## config.mk

```make
export PLATFORM = sky130hd
export DESIGN_NAME = phy_basic_control_status_regs
export DESIGN_NICKNAME = d
export VERILOG_FILES = /design/src/hdl/phy_bmcr_pkg.sv /design/src/hdl/phy_basic_control_status_regs.sv
export SDC_FILE = /design/constraint.sdc
export NUM_CORES = 1
export LEC_CHECK = 0
export CAP_MARGIN = 20
export CORE_UTILIZATION = 45
export DETAILED_ROUTE_END_ITERATION = 12
export DONT_BUFFER_PORTS = 1
export GPL_TIMING_DRIVEN = 0
export SYNTH_ARGS = -nofsm -noshare
export SYNTH_HDL_FRONTEND = slang
export SYNTH_SLANG_ARGS = --single-unit
export TNS_END_PERCENT = 10
```

## constraint.sdc

```tcl
create_clock -name sys_clk_i -period 4.9 [get_ports sys_clk_i]
set_clock_uncertainty 0.2 [all_clocks]
set_input_delay 0.49 -clock sys_clk_i [delete_from_list [all_inputs] [get_ports sys_clk_i]]
set_output_delay 0.49 -clock sys_clk_i [all_outputs]
set_load 0.05 [all_outputs]
```

## src/hdl/phy_bmcr_pkg.sv

```systemverilog
// constants, field layouts and types for the basic control/status register pair
// assumes a 32-bit serial management frame with 16 data bits and a 5-bit device and register address
package phy_bmcr_pkg;

   // ==========================================================
   // register addresses
   localparam logic [4:0] CTRL_REG_ADDR   = 5'h00;
   localparam logic [4:0] STATUS_REG_ADDR = 5'h01;

   // ==========================================================
   // control register field positions
   localparam int CTRL_SOFT_RESET_BIT = 15;
   localparam int CTRL_LOOPBACK_BIT   = 14;
   localparam int CTRL_SPEED_BIT      = 13;
   localparam int CTRL_AN_ENABLE_BIT  = 12;
   localparam int CTRL_POWER_DOWN_BIT = 11;
   localparam int CTRL_AN_RESTART_BIT = 9;
   localparam int CTRL_DUPLEX_BIT     = 8;

   // control reset values, before the straps are taken
   localparam logic CTRL_LOOPBACK_RST   = 1'b0;
   localparam logic CTRL_SPEED_RST      = 1'b1;
   localparam logic CTRL_AN_ENABLE_RST  = 1'b1;
   localparam logic CTRL_POWER_DOWN_RST = 1'b0;
   localparam logic CTRL_DUPLEX_RST     = 1'b1;

   // ==========================================================
   // status register constant fields and reset values
   localparam logic [4:0] STATUS_ABILITIES   = 5'h0f;
   localparam logic       STATUS_PREAMBLE_SUP = 1'b1;
   localparam logic       STATUS_EXT_CAP     = 1'b1;
   localparam logic       STATUS_RF_RST      = 1'b0;
   localparam logic       STATUS_LFH_RST     = 1'b1;

   // ==========================================================
   // management frame layout
   localparam logic [1:0] OP_READ      = 2'h2;
   localparam logic [1:0] OP_WRITE     = 2'h1;
   localparam logic [4:0] HDR_LAST_BIT = 5'h0c;
   localparam logic [4:0] RD_BITS      = 5'h10;
   localparam logic [4:0] WR_LAST_BIT  = 5'h11;

   // cycles after reset release before the synchronised straps are valid
   localparam logic [1:0] STRAP_SETTLE = 2'h2;

   typedef enum logic [2:0] {
      ST_IDLE  = 3'h0,
      ST_HDR   = 3'h1,
      ST_RD_TA = 3'h2,
      ST_RD    = 3'h3,
      ST_WR    = 3'h4
   } mgmt_state_t;

endpackage : phy_bmcr_pkg

```

## src/hdl/phy_basic_control_status_regs.sv

```systemverilog
// basic control and status registers with their serial management port
// assumes status inputs and nibble paths are on sys_clk; straps, mdc and mdio are pins
//
// Summary of operation
// RL1 - soft reset restores defaults, then self-clears
// RL2 - loopback returns transmit nibbles to receive path
// RL3 - speed bit: 1 is 100M, 0 is 10M
// RL4 - fiber mode forces speed to 1, read-only
// RL5 - autoneg enabled ignores speed and duplex bits
// RL6 - fiber forces autoneg enable 0; default 1
// RL7 - power down keeps management port alive
// RL8 - restart bit restarts negotiation, self-clears
// RL9 - duplex bit sets mode, reads resolved duplex
// RL10 - fiber duplex set by write or strap
// RL11 - ability bits are read-only constants
// RL12 - frames without preamble accepted; bit reads 1
// RL13 - manager sends 32 preamble bits after reset
// RL14 - manager leaves one idle bit between frames
// RL15 - autoneg complete bit shows negotiation finished
// RL16 - remote fault sticky, cleared by status read
// RL17 - link failure history reads 0 after fail
// RL18 - link status shows valid link
// RL19 - jabber bit shows jabber detected
// RL20 - extended capability reads constant 1
// RL21 - management address captured from straps at reset
// RL22 - speed, duplex, autoneg straps set defaults
// RL23 - reserved bits read zero, writes ignored
`timescale 1ns/1ps

module phy_basic_control_status_regs (
   input  wire logic       sys_clk_i,
   input  wire logic       resetn_i,
   input  wire logic       mdc_i,
   input  wire logic       mdio_i,
   output logic            mdio_o,
   output logic            mdio_oe_o,
   input  wire logic [4:0] management_address_strap_i,
   input  wire logic       speed_strap_i,
   input  wire logic       duplex_strap_i,
   input  wire logic       autoneg_strap_pin_i,
   input  wire logic       fiber_mode_i,
   input  wire logic       autoneg_done_i,
   input  wire logic       resolved_speed_i,
   input  wire logic       resolved_duplex_i,
   input  wire logic       remote_fault_i,
   input  wire logic       link_up_i,
   input  wire logic       link_fail_i,
   input  wire logic       jabber_i,
   input  wire logic [3:0] txd_i,
   input  wire logic [3:0] line_rxd_i,
   output logic [3:0]      rxd_o,
   output logic            loopback_o,
   output logic            speed_100_o,
   output logic            full_duplex_o,
   output logic            autoneg_en_o,
   output logic            autoneg_restart_o,
   output logic            power_down_o,
   output logic            soft_reset_o
);

   // ==========================================================
   // reset release
   // asserts at once, releases two clocks later
   logic rst_s1_q;
   logic rst_s2_q;

   always_ff @(posedge sys_clk_i or negedge resetn_i) begin
      if (!resetn_i) begin
         rst_s1_q <= 1'b0;
         rst_s2_q <= 1'b0;
      end else begin
         rst_s1_q <= 1'b1;
         rst_s2_q <= rst_s1_q;
      end
   end

   // ==========================================================
   // state
   typedef struct packed {
      logic                      mdc_s1;
      logic                      mdc_s2;
      logic                      mdc_prev;
      logic                      mdio_s1;
      logic                      mdio_s2;
      logic [7:0]                strap_s1;
      logic [7:0]                strap_s2;
      logic [1:0]                strap_cnt;
      logic                      strap_done;
      logic [4:0]                phy_addr;
      logic                      strap_speed;
      logic                      strap_duplex;
      logic                      strap_an;
      logic                      loopback;
      logic                      speed;
      logic                      an_en;
      logic                      power_down;
      logic                      duplex;
      logic                      remote_fault;
      logic                      link_fail_hist;
      phy_bmcr_pkg::mgmt_state_t state;
      logic [4:0]                cnt;
      logic [15:0]               shreg;
      logic                      wr_ok;
      logic [4:0]                reg_sel;
      logic                      mdio_out;
      logic                      mdio_oe;
      logic                      soft_reset;
      logic                      an_restart;
      logic [3:0]                rxd;
      logic                      speed_out;
      logic                      duplex_out;
   } state_t;

   state_t s_q;
   state_t s_d;

   logic        mdc_rise;
   logic        bit_in;
   logic        speed_eff;
   logic        an_eff;
   logic        duplex_rd;
   logic [12:0] hdr;
   logic [15:0] wdata;
   logic [15:0] ctrl_word;
   logic [15:0] status_word;
   logic        status_read;

   // ==========================================================
   // register select decode, shared by read and write
   function automatic logic is_ctrl_reg(input logic [4:0] sel);
      return sel == phy_bmcr_pkg::CTRL_REG_ADDR;
   endfunction : is_ctrl_reg

   // ==========================================================
   // next state
   always_comb begin
      s_d = s_q;

      // pins pass two flip-flops before use
      s_d.mdc_s1   = mdc_i;
      s_d.mdc_s2   = s_q.mdc_s1;
      s_d.mdc_prev = s_q.mdc_s2;
      s_d.mdio_s1  = mdio_i;
      s_d.mdio_s2  = s_q.mdio_s1;
      s_d.strap_s1 = {management_address_strap_i, speed_strap_i, duplex_strap_i, autoneg_strap_pin_i};
      s_d.strap_s2 = s_q.strap_s1;

      // edge and data share the same two-stage delay
      mdc_rise = s_q.mdc_s2 & ~s_q.mdc_prev;
      bit_in   = s_q.mdio_s2;

      // effective control fields
      // fiber mode overrides stored speed and autoneg bits
      speed_eff = fiber_mode_i | s_q.speed;                                    // [RL4]
      an_eff    = ~fiber_mode_i & s_q.an_en;                                   // [RL6]
      duplex_rd = (an_eff && autoneg_done_i) ? resolved_duplex_i : s_q.duplex; // [RL9]

      ctrl_word = 16'h0000;                                                    // [RL23]
      ctrl_word[phy_bmcr_pkg::CTRL_LOOPBACK_BIT]   = s_q.loopback;
      ctrl_word[phy_bmcr_pkg::CTRL_SPEED_BIT]      = speed_eff;                // [RL3]
      ctrl_word[phy_bmcr_pkg::CTRL_AN_ENABLE_BIT]  = an_eff;
      ctrl_word[phy_bmcr_pkg::CTRL_POWER_DOWN_BIT] = s_q.power_down;
      ctrl_word[phy_bmcr_pkg::CTRL_DUPLEX_BIT]     = duplex_rd;

      status_word = {phy_bmcr_pkg::STATUS_ABILITIES, 4'h0,                      // [RL11] [RL23]
                     phy_bmcr_pkg::STATUS_PREAMBLE_SUP,                         // [RL12]
                     autoneg_done_i,                                            // [RL15]
                     s_q.remote_fault,                                          // [RL16]
                     s_q.link_fail_hist,                                        // [RL17]
                     link_up_i,                                                 // [RL18]
                     jabber_i,                                                  // [RL19]
                     phy_bmcr_pkg::STATUS_EXT_CAP};                             // [RL20]

      // header and write word include the bit sampled on this edge
      hdr         = {s_q.shreg[11:0], bit_in};
      wdata       = {s_q.shreg[14:0], bit_in};
      status_read = 1'b0;

      // one-cycle pulses
      s_d.soft_reset = 1'b0;
      s_d.an_restart = 1'b0;

      // straps taken once the synchronisers hold pin values
      if (!s_q.strap_done) begin
         if (s_q.strap_cnt == phy_bmcr_pkg::STRAP_SETTLE) begin
            s_d.strap_done   = 1'b1;
            s_d.phy_addr     = s_q.strap_s2[7:3];                               // [RL21]
            s_d.strap_speed  = s_q.strap_s2[2];                                 // [RL22]
            s_d.strap_duplex = s_q.strap_s2[1];
            s_d.strap_an     = s_q.strap_s2[0];
            s_d.speed        = s_q.strap_s2[2];
            s_d.duplex       = s_q.strap_s2[1];                                 // [RL10]
            s_d.an_en        = s_q.strap_s2[0];
         end else begin
            s_d.strap_cnt = s_q.strap_cnt + 2'h1;
         end
      end

      // management frame engine; preamble is optional
      if (mdc_rise) begin
         case (s_q.state)
            phy_bmcr_pkg::ST_IDLE: begin
               if (!bit_in) begin                                               // [RL12]
                  s_d.state = phy_bmcr_pkg::ST_HDR;
                  s_d.cnt   = 5'h00;
               end
            end
            phy_bmcr_pkg::ST_HDR: begin
               s_d.shreg = {s_q.shreg[14:0], bit_in};
               s_d.cnt   = s_q.cnt + 5'h01;
               if (s_q.cnt == phy_bmcr_pkg::HDR_LAST_BIT) begin
                  s_d.cnt     = 5'h00;
                  s_d.reg_sel = hdr[4:0];
                  s_d.wr_ok   = 1'b0;
                  s_d.state   = phy_bmcr_pkg::ST_WR;
                  if (hdr[12] && hdr[9:5] == s_q.phy_addr) begin
                     if (hdr[11:10] == phy_bmcr_pkg::OP_READ) begin
                        s_d.state = phy_bmcr_pkg::ST_RD_TA;
                        // data latched now, so a status read clears sticky bits here
                        if (is_ctrl_reg(hdr[4:0])) begin
                           s_d.shreg = ctrl_word;
                        end else if (hdr[4:0] == phy_bmcr_pkg::STATUS_REG_ADDR) begin
                           s_d.shreg   = status_word;
                           status_read = 1'b1;
                        end else begin
                           s_d.shreg = 16'h0000;
                        end
                     end else if (hdr[11:10] == phy_bmcr_pkg::OP_WRITE) begin
                        s_d.wr_ok = 1'b1;
                     end
                  end
               end
            end
            phy_bmcr_pkg::ST_RD_TA: begin
               // turnaround: drive zero for one bit
               s_d.mdio_oe  = 1'b1;
               s_d.mdio_out = 1'b0;
               s_d.cnt      = 5'h00;
               s_d.state    = phy_bmcr_pkg::ST_RD;
            end
            phy_bmcr_pkg::ST_RD: begin
               if (s_q.cnt == phy_bmcr_pkg::RD_BITS) begin
                  s_d.mdio_oe  = 1'b0;
                  s_d.mdio_out = 1'b0;
                  s_d.state    = phy_bmcr_pkg::ST_IDLE;
               end else begin
                  s_d.mdio_out = s_q.shreg[15];
                  s_d.shreg    = {s_q.shreg[14:0], 1'b0};
                  s_d.cnt      = s_q.cnt + 5'h01;
               end
            end
            phy_bmcr_pkg::ST_WR: begin
               // skipped frames count out their 18 bits here too
               s_d.shreg = wdata;
               s_d.cnt   = s_q.cnt + 5'h01;
               if (s_q.cnt == phy_bmcr_pkg::WR_LAST_BIT) begin
                  s_d.state = phy_bmcr_pkg::ST_IDLE;
                  if (s_q.wr_ok && is_ctrl_reg(s_q.reg_sel)) begin
                     if (wdata[phy_bmcr_pkg::CTRL_SOFT_RESET_BIT]) begin
                        s_d.soft_reset = 1'b1;                                  // [RL1]
                     end else begin
                        s_d.loopback   = wdata[phy_bmcr_pkg::CTRL_LOOPBACK_BIT];
                        s_d.power_down = wdata[phy_bmcr_pkg::CTRL_POWER_DOWN_BIT]; // [RL7]
                        s_d.duplex     = wdata[phy_bmcr_pkg::CTRL_DUPLEX_BIT];  // [RL10]
                        s_d.an_restart = wdata[phy_bmcr_pkg::CTRL_AN_RESTART_BIT]; // [RL8]
                        if (!fiber_mode_i) begin                                // [RL4] [RL6]
                           s_d.speed = wdata[phy_bmcr_pkg::CTRL_SPEED_BIT];
                           s_d.an_en = wdata[phy_bmcr_pkg::CTRL_AN_ENABLE_BIT];
                        end
                     end
                  end
               end
            end
            default: begin
               s_d.state   = phy_bmcr_pkg::ST_IDLE;
               s_d.mdio_oe = 1'b0;
            end
         endcase
      end

      // sticky status; a new event wins over the read clear
      s_d.remote_fault   = remote_fault_i | (s_q.remote_fault & ~status_read);   // [RL16]
      s_d.link_fail_hist = ~link_fail_i & (s_q.link_fail_hist | status_read);  // [RL17]

      // soft reset restores defaults from the taken straps
      if (s_d.soft_reset) begin                                                 // [RL1] [RL22]
         s_d.loopback       = phy_bmcr_pkg::CTRL_LOOPBACK_RST;
         s_d.power_down     = phy_bmcr_pkg::CTRL_POWER_DOWN_RST;
         s_d.speed          = s_q.strap_speed;
         s_d.duplex         = s_q.strap_duplex;
         s_d.an_en          = s_q.strap_an;
         s_d.remote_fault   = remote_fault_i;
         s_d.link_fail_hist = ~link_fail_i;
      end

      // resolved link mode
      s_d.speed_out  = an_eff ? resolved_speed_i : speed_eff;                  // [RL5]
      s_d.duplex_out = an_eff ? resolved_duplex_i : s_q.duplex;                // [RL5] [RL9]

      // receive nibble source
      s_d.rxd = s_q.loopback ? txd_i : line_rxd_i;                             // [RL2]
   end

   // ==========================================================
   // register
   always_ff @(posedge sys_clk_i or negedge rst_s2_q) begin
      if (!rst_s2_q) begin
         s_q                <= '0;
         s_q.state          <= phy_bmcr_pkg::ST_IDLE;
         // sync stages reset high: no false mdc edge
         s_q.mdc_s1         <= 1'b1;
         s_q.mdc_s2         <= 1'b1;
         s_q.mdc_prev       <= 1'b1;
         s_q.mdio_s1        <= 1'b1;
         s_q.mdio_s2        <= 1'b1;
         s_q.strap_speed    <= phy_bmcr_pkg::CTRL_SPEED_RST;
         s_q.strap_duplex   <= phy_bmcr_pkg::CTRL_DUPLEX_RST;
         s_q.strap_an       <= phy_bmcr_pkg::CTRL_AN_ENABLE_RST;
         s_q.loopback       <= phy_bmcr_pkg::CTRL_LOOPBACK_RST;
         s_q.speed          <= phy_bmcr_pkg::CTRL_SPEED_RST;
         s_q.an_en          <= phy_bmcr_pkg::CTRL_AN_ENABLE_RST;
         s_q.power_down     <= phy_bmcr_pkg::CTRL_POWER_DOWN_RST;
         s_q.duplex         <= phy_bmcr_pkg::CTRL_DUPLEX_RST;
         s_q.remote_fault   <= phy_bmcr_pkg::STATUS_RF_RST;
         s_q.link_fail_hist <= phy_bmcr_pkg::STATUS_LFH_RST;
      end else begin
         s_q <= s_d;
      end
   end

   // ==========================================================
   // outputs
   assign mdio_o            = s_q.mdio_out;
   assign mdio_oe_o         = s_q.mdio_oe;
   assign rxd_o             = s_q.rxd;
   assign loopback_o        = s_q.loopback;
   assign speed_100_o       = s_q.speed_out;
   assign full_duplex_o     = s_q.duplex_out;
   // follows fiber mode without a clock of delay
   assign autoneg_en_o      = ~fiber_mode_i & s_q.an_en;
   assign autoneg_restart_o = s_q.an_restart;
   assign power_down_o      = s_q.power_down;
   assign soft_reset_o      = s_q.soft_reset;

endmodule : phy_basic_control_status_regs

```

# Word-level counts from Yosys, hierarchy flattened
# Cells that the tools add are included.
[op_classes]
n_addsub = 2
n_eq_ne = 18
muxes = 50
n_bitwise = 14
reduce_logical = 23
[op_table]
columns = ["operator", "count"]
rows = [
  ["$pmux W16 S3", 1],
  ["$mux W16", 2],
  ["$mux W30", 1],
  ["$mux W5", 5],
  ["$pmux W5 S5", 1],
  ["$mux W21", 1],
  ["$mux W1", 18],
  ["$mux W9", 2],
  ["$mux W17", 1],
  ["$mux W15", 1],
  ["$pmux W3 S5", 1],
  ["$mux W2", 7],
  ["$mux W3", 4],
  ["$eq A5 B5 Y1 const B", 2],
  ["$logic_not A5 Y1", 2],
  ["$ne A2 B2 Y1 const B", 5],
  ["$reduce_and A5 Y1", 2],
  ["$reduce_bool A2 Y1", 5],
  ["$reduce_and A3 Y1", 3],
  ["$mux W8", 1],
  ["$mux W7", 1],
  ["$not A1 Y1", 7],
  ["$eq A3 B2 Y1 const B", 2],
  ["$reduce_and A2 Y1", 3],
  ["other kinds (21)", 29],
]
[word_totals]
register_bits = 81
inputBits = 28
output_inout_bits = 13
wordCells = 141

# Longest topological paths before layout
# Gate-level depths: netlist of run 1.
[depth]
ltp_word = 12
ltp_mapped = 8
ltp_nobuf = 7

# Worst setup path before layout of run 1
# No wires, ideal clock.
[synth_timing]
path_kind = "register -> register"
from = "register s_q[32] in the netlist's numbering"
to = "register s_q (netlist bit hdr[5])"
setup_time_ns = 0.126
t_arrival_ns = 1.739
required_ns = 4.574
path_slack_ns = 2.835
path_stages_with_launch = 9
path_buffers = 1
period_less_slack_ns = 2.065
cell_sequence = "dfrtp_1 > inv_1 > ha_1 > and4bb_2 > a21oi_2 > o21ai_2 > buf_2 > nor3b_1 > a221o_1"
[synth_via]
elab_chain_len = 3
word_cells_on_any_way = 6
classes_between = "eq/ne: 3; mux: 2; reduce/logical: 1"
[synth_lines]
columns = ["element", "line", "rtl"]
rows = [
  ["from (decl)", "phy_basic_control_status_regs.sv:114", "state_t s_q;"],
  ["$eq A5 B4 Y1 / $eq A5 B5 Y1 (equally long branches)", "phy_basic_control_status_regs.sv:211, phy_basic_control_status_regs.sv:242", ""],
  ["$mux W30 / $ne A2 B2 Y1 (equally long branches)", "n/a", ""],
  ["$pmux W16 S3 / $reduce_and A3 Y1 (equally long branches)", "n/a", ""],
]
# Several ways; a longest one is shown, not always the timed one. The select of a mux whose other input is x is not followed.
# A chain may end at the register's enable or synchronous reset.

# Worst setup path after layout of run 1
[layout_timing]
from = "register s_q (netlist bit hdr[1])"
to = "register s_q (netlist bit hdr[5])"
[layout_via]
elab_chain_len = 7
word_cells_on_any_way = 8
classes_between = "eq/ne: 1; mux: 6; reduce/logical: 1"
[layout_lines]
columns = ["element", "line", "rtl"]
rows = [
  ["$eq A5 B1 Y1", "phy_basic_control_status_regs.sv:222", "end else if (hdr[4:0] == phy_bmcr_pkg::STATUS_REG_ADDR) begin"],
  ["$mux W15", "phy_basic_control_status_regs.sv:222", ""],
  ["$mux W16 *", "phy_basic_control_status_regs.sv:220", "if (is_ctrl_reg(hdr[4:0])) begin"],
  ["$mux W16 *", "phy_basic_control_status_regs.sv:217", "if (hdr[11:10] == phy_bmcr_pkg::OP_READ) begin"],
  ["$mux W17 *", "phy_basic_control_status_regs.sv:216", "if (hdr[12] && hdr[9:5] == s_q.phy_addr) begin"],
  ["$mux W30 *", "phy_basic_control_status_regs.sv:211", "if (s_q.cnt == phy_bmcr_pkg::HDR_LAST_BIT) begin"],
  ["$pmux W16 S3 *", "phy_basic_control_status_regs.sv:201", "case (s_q.state)"],
]
# Every way passes the cells marked *; elsewhere a longest branch is shown, timed or not. The select of a mux whose other input is x is not followed.

==> results.json, run 1 <==
{
  "seq_area_frac_synth": 0.568,
  "synth_top_flop_cell": "dfrtp_1",
  "hold_ws_ns": 0.0312,
  "area_growth_pct": 14.5,
  "fmax_mhz": 425,
  "die-area_sq_um": 8350,
  "start_util": 0.465,
  "hold_viol_final": 0,
  "pwr-share-clk": 0.296,
  "maxCapViolCount": 0,
  "rsz0062_at_grt": "no",
  "tritoncts": "done",
  "gp_congestion": 0.818,
  "crit_fanout": 7,
  "htree_levels": 3,
  "grt_pass1_wl_microns": 11900,
  "worst_ep_arrival_time_ns": 2.44,
  "post_cts_buffers": 0,
  "drive_gt1_frac": 0.245,
  "nets": 357,
  "setup_tns_ns": 0,
  "post-route-period-util": 0.480,
  "avgRoutedWirePerCell_microns": 16.2,
  "synth_seq_cells": 81,
  "ys_types": 61,
  "ys_async_sr_fraction": 1.00,
  "ys_warn_count": 0,
  "overflow": 0,
  "min_period_ns": 2.35,
  "leakage_nw": 1.73,
  "p_per_area_nw_per_um2": 441,
  "track_usage": 0.185,
  "die_h_microns": 91.4,
  "synth_common_cells": "dfrtp_1, nand2_1, mux2_2",
  "dp.final_hpwl_microns": 4860,
  "cp_slowest_cell": "nor4_2",
  "dp_slack_ns": 2.58,
  "rows": 32,
  "ioPinCount": 41,
  "die_w_microns": 91.4,
  "via_per_inst": 5.51,
  "r2r_cells": 4,
  "hold_path_depth": 1,
  "tightestPinTransition_ns": 0.800,
  "cts_root_buf": "clkbuf_8",
  "grt_max_degree": 58,
  "critPathMaxStageDelay_ns": 0.74,
  "grt_pass1_vias": 2441,
  "avgSynthCellArea_sq_um": 12.0,
  "ys_top_cells_by_area": "dfrtp_1, dfstp_2, mux2_2",
  "combPwrFrac": 0.219,
  "swShare": 0.326,
  "cts-buffers-inserted": 9,
  "worst_slack_ns": 2.55,
  "insertion_delay_ns": 0.35,
  "path_clk_slew_ns": 0.08,
  "final_antenna_net_count": 0,
  "cell_internal_pwr_mw": 1.23,
  "nFillCells": 667,
  "setup_viol": 0,
  "core_area_sq_um": 7730,
  "clock_path_buffers": 2,
  "p_switching_uw": 592,
  "synth.net_count": 331,
  "worst_ir_drop_vdd_mv": 0.207,
  "netlist_area_sq_um": 3600,
  "final_cells": 432,
  "status": "completed",
  "synth_top_area_frac": 0.480,
  "antenna_found_initial": 0,
  "firstDrtPassIters": 5,
  "synth_edf_count": 0,
  "critPathKind": "register to register",
  "post_synth_inst_count": 299,
  "crit_required_ns": 4.99,
  "antenna_cells": 0,
  "vias": 2380,
  "slew_headroom": 0.462,
  "postCtsResizedCells": 0,
  "drtIter0Drc": 133,
  "place_inst": 404,
  "cts_sinks": 81,
  "power.share.sequential": 0.485,
  "crit_chain": "nor4_2 > nand2_1 > nor4_4 > a221o_1",
  "route.detailed.drc": 0,
  "rrSetupSlack_ns": 2.55,
  "cp-start-kind": "register",
  "postCtsHoldBufs": 12,
  "io_buffers": 0,
  "slew_viol_final": 0,
  "yosysTopAreaCell": "dfrtp_1",
  "end_kind": "register",
  "drt_wl_total_microns": 7000,
  "hp-class": "input port to register",
  "yosysMostFrequentCell": "dfrtp_1"
}
-- stage by stage --
step	total power, mW	util	area [sq um]
floorplan	1.18	-	3600
global placement	1.27	0.482	3720
detailed placement	1.28	0.489	3780
CTS	1.84	0.533	4120
global route	1.92	0.533	4120
finish	1.82	0.533	4120
-- logic make-up (layout without fill, tap and decap cells) --
| kind of cell | Yosys count | count (layout) | share of synthesized area |
|---|---|---|---|
| compound gates | 63 | 63 | 0.119 |
| fa+ha+maj | 4 | 4 | 0.0139 |
| buf+inv | 23 | 54 | 0.0317 |
| xor+xnor | 6 | 6 | 0.0167 |
| mux | 26 | 26 | 0.0793 |
| simple gates | 95 | 95 | 0.171 |
| flops | 81 | 81 | 0.568 |
| other cells | 1 | 1 | 0.00104 |
-- state kept, by name, summed over array words and instances, names as in the netlist, 4 cells and up --
signal  cells
s_q        43
hdr        12
s_d        11
rxd_o       4
-- layer usage --
layer  GRT usage  up-vias  wire length [microns]
li1            -     1125                      -
met1       0.233     1189                   3210
met2       0.291       54                   3330
met3      0.0544       12                    339
met4      0.0913        0                    114
met5           0        -                      0
-- power by group through the flow --
stage,logic (mW),registers (mW),clock network [mW]
global placement,0.366,0.900,0
detailed placement,0.388,0.893,0
floorplan,0.312,0.864,0
finish,0.397,0.882,0.538
global route,0.444,0.899,0.578
CTS,0.397,0.882,0.556
-- final timing paths --
path,startpoint,to
worst min register to register,rst_s2_q,full_duplex_o
worst max-delay path,hdr[1],hdr[5]
worst max register to register,hdr[1],hdr[5]
max in group asynchronous,rst_s2_q,s_q[40]
min in group asynchronous,rst_s2_q,full_duplex_o
worst min-delay path,remote_fault_i,s_q[41]
-- critical path, delay by kind of cell (launching register included) --
kind            cells  cell delay, ns
simple gates        3            1.46
flops               1            0.43
compound gates      1            0.21
-- layout make-up --
| class | count | area, sq um | share of cell area |
|---|---|---|---|
| clock buffer | 10 | 128 | 0.0310 |
| clock inverter | 6 | 92.6 | 0.0225 |
| inverter | 8 | 30.0 | 0.00729 |
| timing repair buffer | 15 | 170 | 0.0413 |
| sequential | 81 | 2050 | 0.497 |
| buffer | 15 | 83.8 | 0.0204 |
| multi-input combinational | 195 | 1440 | 0.350 |
| tap | 102 | 128 | 0.0310 |
-- placed cells by master (no fill, tap or decap), drive strengths merged, types with 2 or more instances in the layout --
| master | netlist | layout |
|---|---|---|
| dfrtp | 69 | 69 |
| nand2 | 31 | 31 |
| o21ai | 23 | 23 |
| mux2 | 20 | 20 |
| buf | 12 | 15 |
| nor2 | 14 | 14 |
| clkbuf | 3 | 13 |
| dfstp | 12 | 12 |
| dlygate4sd3 | 0 | 12 |
| a21oi | 9 | 9 |
| inv | 8 | 9 |
| nor3b | 8 | 8 |
| mux2i | 6 | 6 |
| nand4 | 6 | 6 |
| nor4 | 6 | 6 |
| nor2b | 5 | 5 |
| o31ai | 5 | 5 |
| nand3b | 5 | 5 |
| a221o | 5 | 5 |
| xnor2 | 5 | 5 |
| ha | 4 | 4 |
| nand2b | 3 | 3 |
| a21o | 3 | 3 |
| a31oi | 3 | 3 |
| o311ai | 3 | 3 |
| nand3 | 3 | 3 |
| and4bb | 2 | 2 |
| nor4b | 2 | 2 |
| a211oi | 2 | 2 |
| or2 | 2 | 2 |
| clkinvlp | 0 | 2 |
| bufinv | 0 | 2 |
| nand4b | 2 | 2 |
| or3 | 2 | 2 |
Power figures use the tool's default switching activity.
==> run 2, diff against run 1 <==
--- a/config.mk
+++ b/config.mk
@@ -5,6 +5,7 @@
 export SDC_FILE = /design/constraint.sdc
 export NUM_CORES = 1
 export LEC_CHECK = 0
+export ABC_AREA = 1
 export CAP_MARGIN = 20
 export CORE_UTILIZATION = 45
 export DETAILED_ROUTE_END_ITERATION = 12
==> constraint.sdc (replaced) <==
create_clock -name sys_clk_i -period 2.23 [get_ports sys_clk_i]
set_clock_uncertainty 0.2 [all_clocks]
set_input_delay 0.223 -clock sys_clk_i [delete_from_list [all_inputs] [get_ports sys_clk_i]]
set_output_delay 0.223 -clock sys_clk_i [all_outputs]
set_load 0.05 [all_outputs]
==> run 2 against run 1 <==
Against the previous run:
- core utilization up 2.1 points
- critical path type unchanged
- fmax up 12%
- register-to-register slack worse by 2.4 ns
- via count up 17%
==> results.json, run 2 <==
{
  "gp_congestion": 0.862,
  "maxCapViolCount": 0,
  "die_w_microns": 92.7,
  "grt_pass1_vias": 2708,
  "status": "completed",
  "firstDrtPassIters": 4,
  "p_per_area_nw_per_um2": 871,
  "largest_register_ffs": 43,
  "nets": 486,
  "final_antenna_net_count": 0,
  "fmax_mhz": 478,
  "worst_ep_arrival_time_ns": 2.14,
  "synth.net_count": 445,
  "mostFrequentLayoutCell": "nand2_1",
  "cts_sinks": 81,
  "synth_seq_cells": 81,
  "cp_slowest_cell": "dfrtp_1",
  "post-route-period-util": 0.939,
  "drt_wl_total_microns": 7570,
  "regMostFlops": "s_q",
  "crit_fanout": 7,
  "hp-class": "input port to register",
  "leakage_nw": 2.04,
  "layout.cells.most_common_list": "nand2_1, dfrtp_1, inv_1",
  "min_period_ns": 2.09,
  "setup_viol": 0,
  "finish.utilization": 0.554,
  "hold_path_depth": 4,
  "end_kind": "register",
  "synth_top_area_frac": 0.467,
  "seq_area_frac_synth": 0.552,
  "insertion_delay_ns": 0.36,
  "ioPinCount": 41,
  "core_area_sq_um": 7850,
  "post_synth_inst_count": 413,
  "slew_viol_final": 0,
  "p_total_mw": 3.79,
  "r2r_cells": 2,
  "cp_num_buf_inv": 1,
  "htree_levels": 3,
  "rrSetupSlack_ns": 0.14,
  "track_usage": 0.199,
  "cts-buffers-inserted": 9,
  "crit_required_ns": 2.27,
  "avgRoutedWirePerCell_microns": 13.5,
  "crit_chain": "mux2_2 > dlygate4sd3_1",
  "grt_pass1_wl_microns": 12900,
  "area_growth_pct": 17.6,
  "cp_top_family": "flip-flops",
  "tightestPinTransition_ns": 0.705,
  "slew_headroom": 0.530,
  "route.detailed.drc": 0,
  "netlist_area_sq_um": 3700,
  "synth_top_flop_cell": "dfrtp_1",
  "min_from": "resolved_duplex_i",
  "via_per_inst": 4.96,
  "antenna_found_initial": 0,
  "die_h_microns": 92.7,
  "tritoncts": "done",
  "start_util": 0.471,
  "regToRegStartpoint": "loopback_o",
  "dp.final_hpwl_microns": 5420,
  "min_to": "hdr[9]",
  "antenna_cells": 0,
  "ys_top_cells_by_area": "dfrtp_1, nand2_1, dfstp_2",
  "grt_max_degree": 56,
  "synth_common_cells": "nand2_1, dfrtp_1, inv_1",
  "avgSynthCellArea_sq_um": 8.96,
  "ys_async_sr_fraction": 1.00,
  "path_clk_slew_ns": 0.09,
  "cts_root_buf": "clkbuf_8",
  "yosysTopAreaCell": "dfrtp_1",
  "io_buffers": 0,
  "rsz0062_at_grt": "no",
  "worst_ir_drop_vdd_mv": 0.426,
  "rows": 32,
  "yosysMostFrequentCell": "nand2_1",
  "place_inst": 516,
  "cp-start-kind": "register",
  "clock_path_buffers": 2,
  "critPathKind": "register to register",
  "critPathMaxStageDelay_ns": 0.81,
  "ys_warn_count": 0,
  "post_cts_buffers": 0,
  "synth_edf_count": 0,
  "final_cells": 561,
  "overflow": 0,
  "drtIter0Drc": 134,
  "drive_gt1_frac": 0.146,
  "reg2reg_to": "rxd_o[1]",
  "vias": 2781,
  "die-area_sq_um": 8590,
  "hold_viol_final": 0,
  "ys_types": 40
}
==> run 2: timing repair <==
item,in CTS,in global routing
hold endpoints to repair,22,0
setup endpoints to repair,3,7
resized for setup,1,3
hold buffers,29,0
==> run 2: kinds of logic (layout without fill, tap and decap cells) <==
group	after synthesis	after routing	share of synthesized area
muxes	4	4	0.0122
other	1	1	0.00101
xor gates and xnor gates	3	3	0.00710
and+or+nand+nor	197	197	0.252
adders and majority gates	4	4	0.0135
AOI/OAI and AO/OA	53	53	0.0764
buffers and inverters	70	116	0.0856
DFF	81	81	0.552
==> run 2: worst max path at each step <==
stage,startpoint,endpoint,cells past startpoint
finish,loopback_o,rxd_o[1],2
global route,s_d[76],s_q[36],9
CTS,s_q[44],full_duplex_o,5
detailed placement,s_q[44],hdr[9],7
global placement,s_q[44],hdr[9],7
floorplan,s_q[44],hdr[9],8
==> run 2: power by group <==
group	leakage [nW]	total, mW	switching [mW]	internal [mW]
combinational	1.01	0.831	0.525	0.305
sequential	0.943	1.94	0.250	1.69
clock	0.0888	1.02	0.593	0.425
==> run 2: per-layer routing <==
metal / track usage / wire length (microns) / up-vias
met1: 0.264 / 3550 / 1322
met2: 0.312 / 3650 / 42
met3: 0.0427 / 187 / 18
met4: 0.0897 / 184 / 0
li1: - / - / 1399
met5: 0 / 0 / -
==> run 2: cell type report <==
| cell class | count | area [sq um] |
|---|---|---|
| plain buffers | 10 | 88.8 |
| clock buffers | 9 | 124 |
| clock inverters | 7 | 61.3 |
| fillers | 736 | 3500 |
| inverters | 60 | 228 |
| multi-input cells | 262 | 1360 |
| flip-flops and latches | 81 | 2050 |
| well taps | 102 | 128 |
| repair buffers | 30 | 318 |
==> run 2: worst reg2reg max path: stages, from the launching register on <==
cell	delay [ns]
dfrtp_1	0.81
mux2_2	0.41
dlygate4sd3_1	0.56
==> run 2: metrics by stage <==
stage | worst slack [ns] | area, sq um | hold slack [ns] | setup TNS (ns)
3_5_place_dp | -0.152 | 3860 | -0.273 | -0.227
3_3_place_gp | -0.151 | 3830 | -0.273 | -0.223
6_report | 0.136 | 4350 | 0.0181 | 0
5_1_grt | 0.0241 | 4350 | 0.0343 | 0
4_1_cts | 0.0809 | 4340 | 0.00133 | 0
2_1_floorplan | 0.0798 | 3700 | -0.273 | 0
==> run 3, diff against run 2 <==
--- a/config.mk
+++ b/config.mk
@@ -7,10 +7,11 @@
 export LEC_CHECK = 0
 export ABC_AREA = 1
 export CAP_MARGIN = 20
-export CORE_UTILIZATION = 45
+export CORE_UTILIZATION = 60
 export DETAILED_ROUTE_END_ITERATION = 12
 export DONT_BUFFER_PORTS = 1
 export GPL_TIMING_DRIVEN = 0
+export PLACE_DENSITY = 0.72
 export SYNTH_ARGS = -nofsm -noshare
 export SYNTH_HDL_FRONTEND = slang
 export SYNTH_SLANG_ARGS = --single-unit
==> run 3 against run 2 <==
Against the previous run:
- hold slack improved by 0.039 ns
- sequential share of layout area rose by 0.31 points
- clock power barely moved
- count of clock-buffer cells in the layout rose by 4
- non-clock buffer count did not move
- via count rose by 1.8%
- combinational power rose by 0.8%
- total power rose by 0.90%
- worst setup slack got worse by 0.061 ns
- highest routed layer unchanged
==> results.json, run 3 (synthesis gave the netlist of run 2 again) <==
{
  "met3_length_microns": 295,
  "critPathKind": "register to register",
  "insertion_delay_ns": 0.35,
  "leakage_nw": 2.04,
  "setup_tns_ns": 0,
  "p_total_mw": 3.82,
  "overflow": 0,
  "avgRoutedWirePerCell_microns": 14.3,
  "via_per_inst": 5.30,
  "track_usage": 0.259,
  "area_growth_pct": 16.8,
  "layout.cells.most_common_list": "nand2_1, dfrtp_1, inv_1",
  "gp_congestion": 0.896,
  "hold_ws_ns": 0.0570,
  "multi_input_area_sq_um": 1360,
  "cts-buffers-inserted": 9,
  "rsz0062_at_grt": "no",
  "min_period_ns": 2.15,
  "drtIter0Drc": 180,
  "antenna_cells": 0,
  "worst_ep_arrival_time_ns": 2.18,
  "status": "completed",
  "maxCapViolCount": 0,
  "cts_sinks": 81,
  "grt_max_degree": 45,
  "grt_pass1_vias": 2672,
  "fin_area_sq_um": 4320,
  "dp.final_hpwl_microns": 5100,
  "tritoncts": "done",
  "clock_path_buffers": 2,
  "final_antenna_net_count": 0,
  "drive_gt1_frac": 0.139,
  "crit_required_ns": 2.26,
  "io_buffers": 0,
  "setup_viol": 0,
  "met1_length_microns": 3170,
  "tightestPinTransition_ns": 0.752,
  "vias": 2830,
  "htree_levels": 3,
  "drt_wl_total_microns": 7610,
  "slew_headroom": 0.499,
  "route.detailed.drc": 0,
  "die_h_microns": 80.5,
  "cts_root_buf": "clkbuf_8",
  "ioPinCount": 41,
  "nFillCells": 448,
  "met2_length_microns": 3840,
  "end_kind": "register",
  "post_cts_buffers": 0,
  "nets": 486,
  "top_layer_used": "met4",
  "post-route-period-util": 0.966,
  "start_util": 0.625,
  "path_clk_slew_ns": 0.08,
  "worst_ir_drop_vdd_mv": 0.549,
  "grt_pass1_wl_microns": 12200,
  "crit_fanout": 7,
  "final_cells": 534,
  "cp-start-kind": "register",
  "fmax_mhz": 464,
  "firstDrtPassIters": 4,
  "rows": 28,
  "hp-class": "input port to register",
  "die_w_microns": 80.5,
  "hold_viol_final": 0,
  "core_area_sq_um": 5920,
  "place_inst": 489,
  "placed_area_sq_um": 3820,
  "die-area_sq_um": 6480,
  "antenna_found_initial": 0,
  "slew_viol_final": 0,
  "mostFrequentLayoutCell": "nand2_1",
  "regArea_sq_um": 2050,
  "p_per_area_nw_per_um2": 884,
  "regMostFlops": "s_q",
  "largest_register_ffs": 43
}
[run 3: final timing paths]
path	from	end	slack [ns]	depth (start not counted)
worst max register to register	loopback_o	rxd_o[1]	0.08	2
worst min-delay path	autoneg_done_i	hdr[6]	0.06	4
worst max-delay path	loopback_o	rxd_o[1]	0.08	2
max in group asynchronous	rst_s2_q	s_q[40]	1.10	1
min in group asynchronous	rst_s2_q	s_q[56]	0.08	0
worst min register to register	rst_s2_q	s_q[56]	0.08	0
[run 3: final cells by class]
class                      instances  share of cell area
sequential                        81               0.474
multi-input combinational        262               0.315
timing repair buffer              30              0.0718
inverter                          60              0.0527
clock buffer                      13              0.0345
tap                               75              0.0217
buffer                            10              0.0206
clock inverter                     3             0.00985
[run 3: per-layer routing]
layer	vias to the layer above	GRT usage
li1	1394	-
met1	1342	0.313
met2	68	0.427
met3	26	0.0614
met4	0	0.141
met5	-	0
[run 3: critical path, cell delays in order (launching register included)]
cell           delay, ns
dfrtp_1             0.83
mux2_2              0.42
dlygate4sd3_1       0.58
[run 3: metrics by stage]
step	util	setup slack, ns
2_1_floorplan	-	0.0798
3_3_place_gp	0.641	-0.120
3_5_place_dp	0.645	-0.135
4_1_cts	0.727	0.112
5_1_grt	0.730	0.00188
6_report	0.730	0.0757
[run 3: timing repair]
action                                  CTS  global route
endpoints found under the setup margin    2             5
hold endpoints to repair                 23             0
gates resized for setup                   1             5
hold buffers                             29             0
[run 3: power by group]
group	switching (mW)	leakage, nW	internal, mW
Sequential	0.248	0.943	1.69
Clock	0.498	0.0936	0.548
Combinational	0.533	1.00	0.304
Total	1.28	2.04	2.54
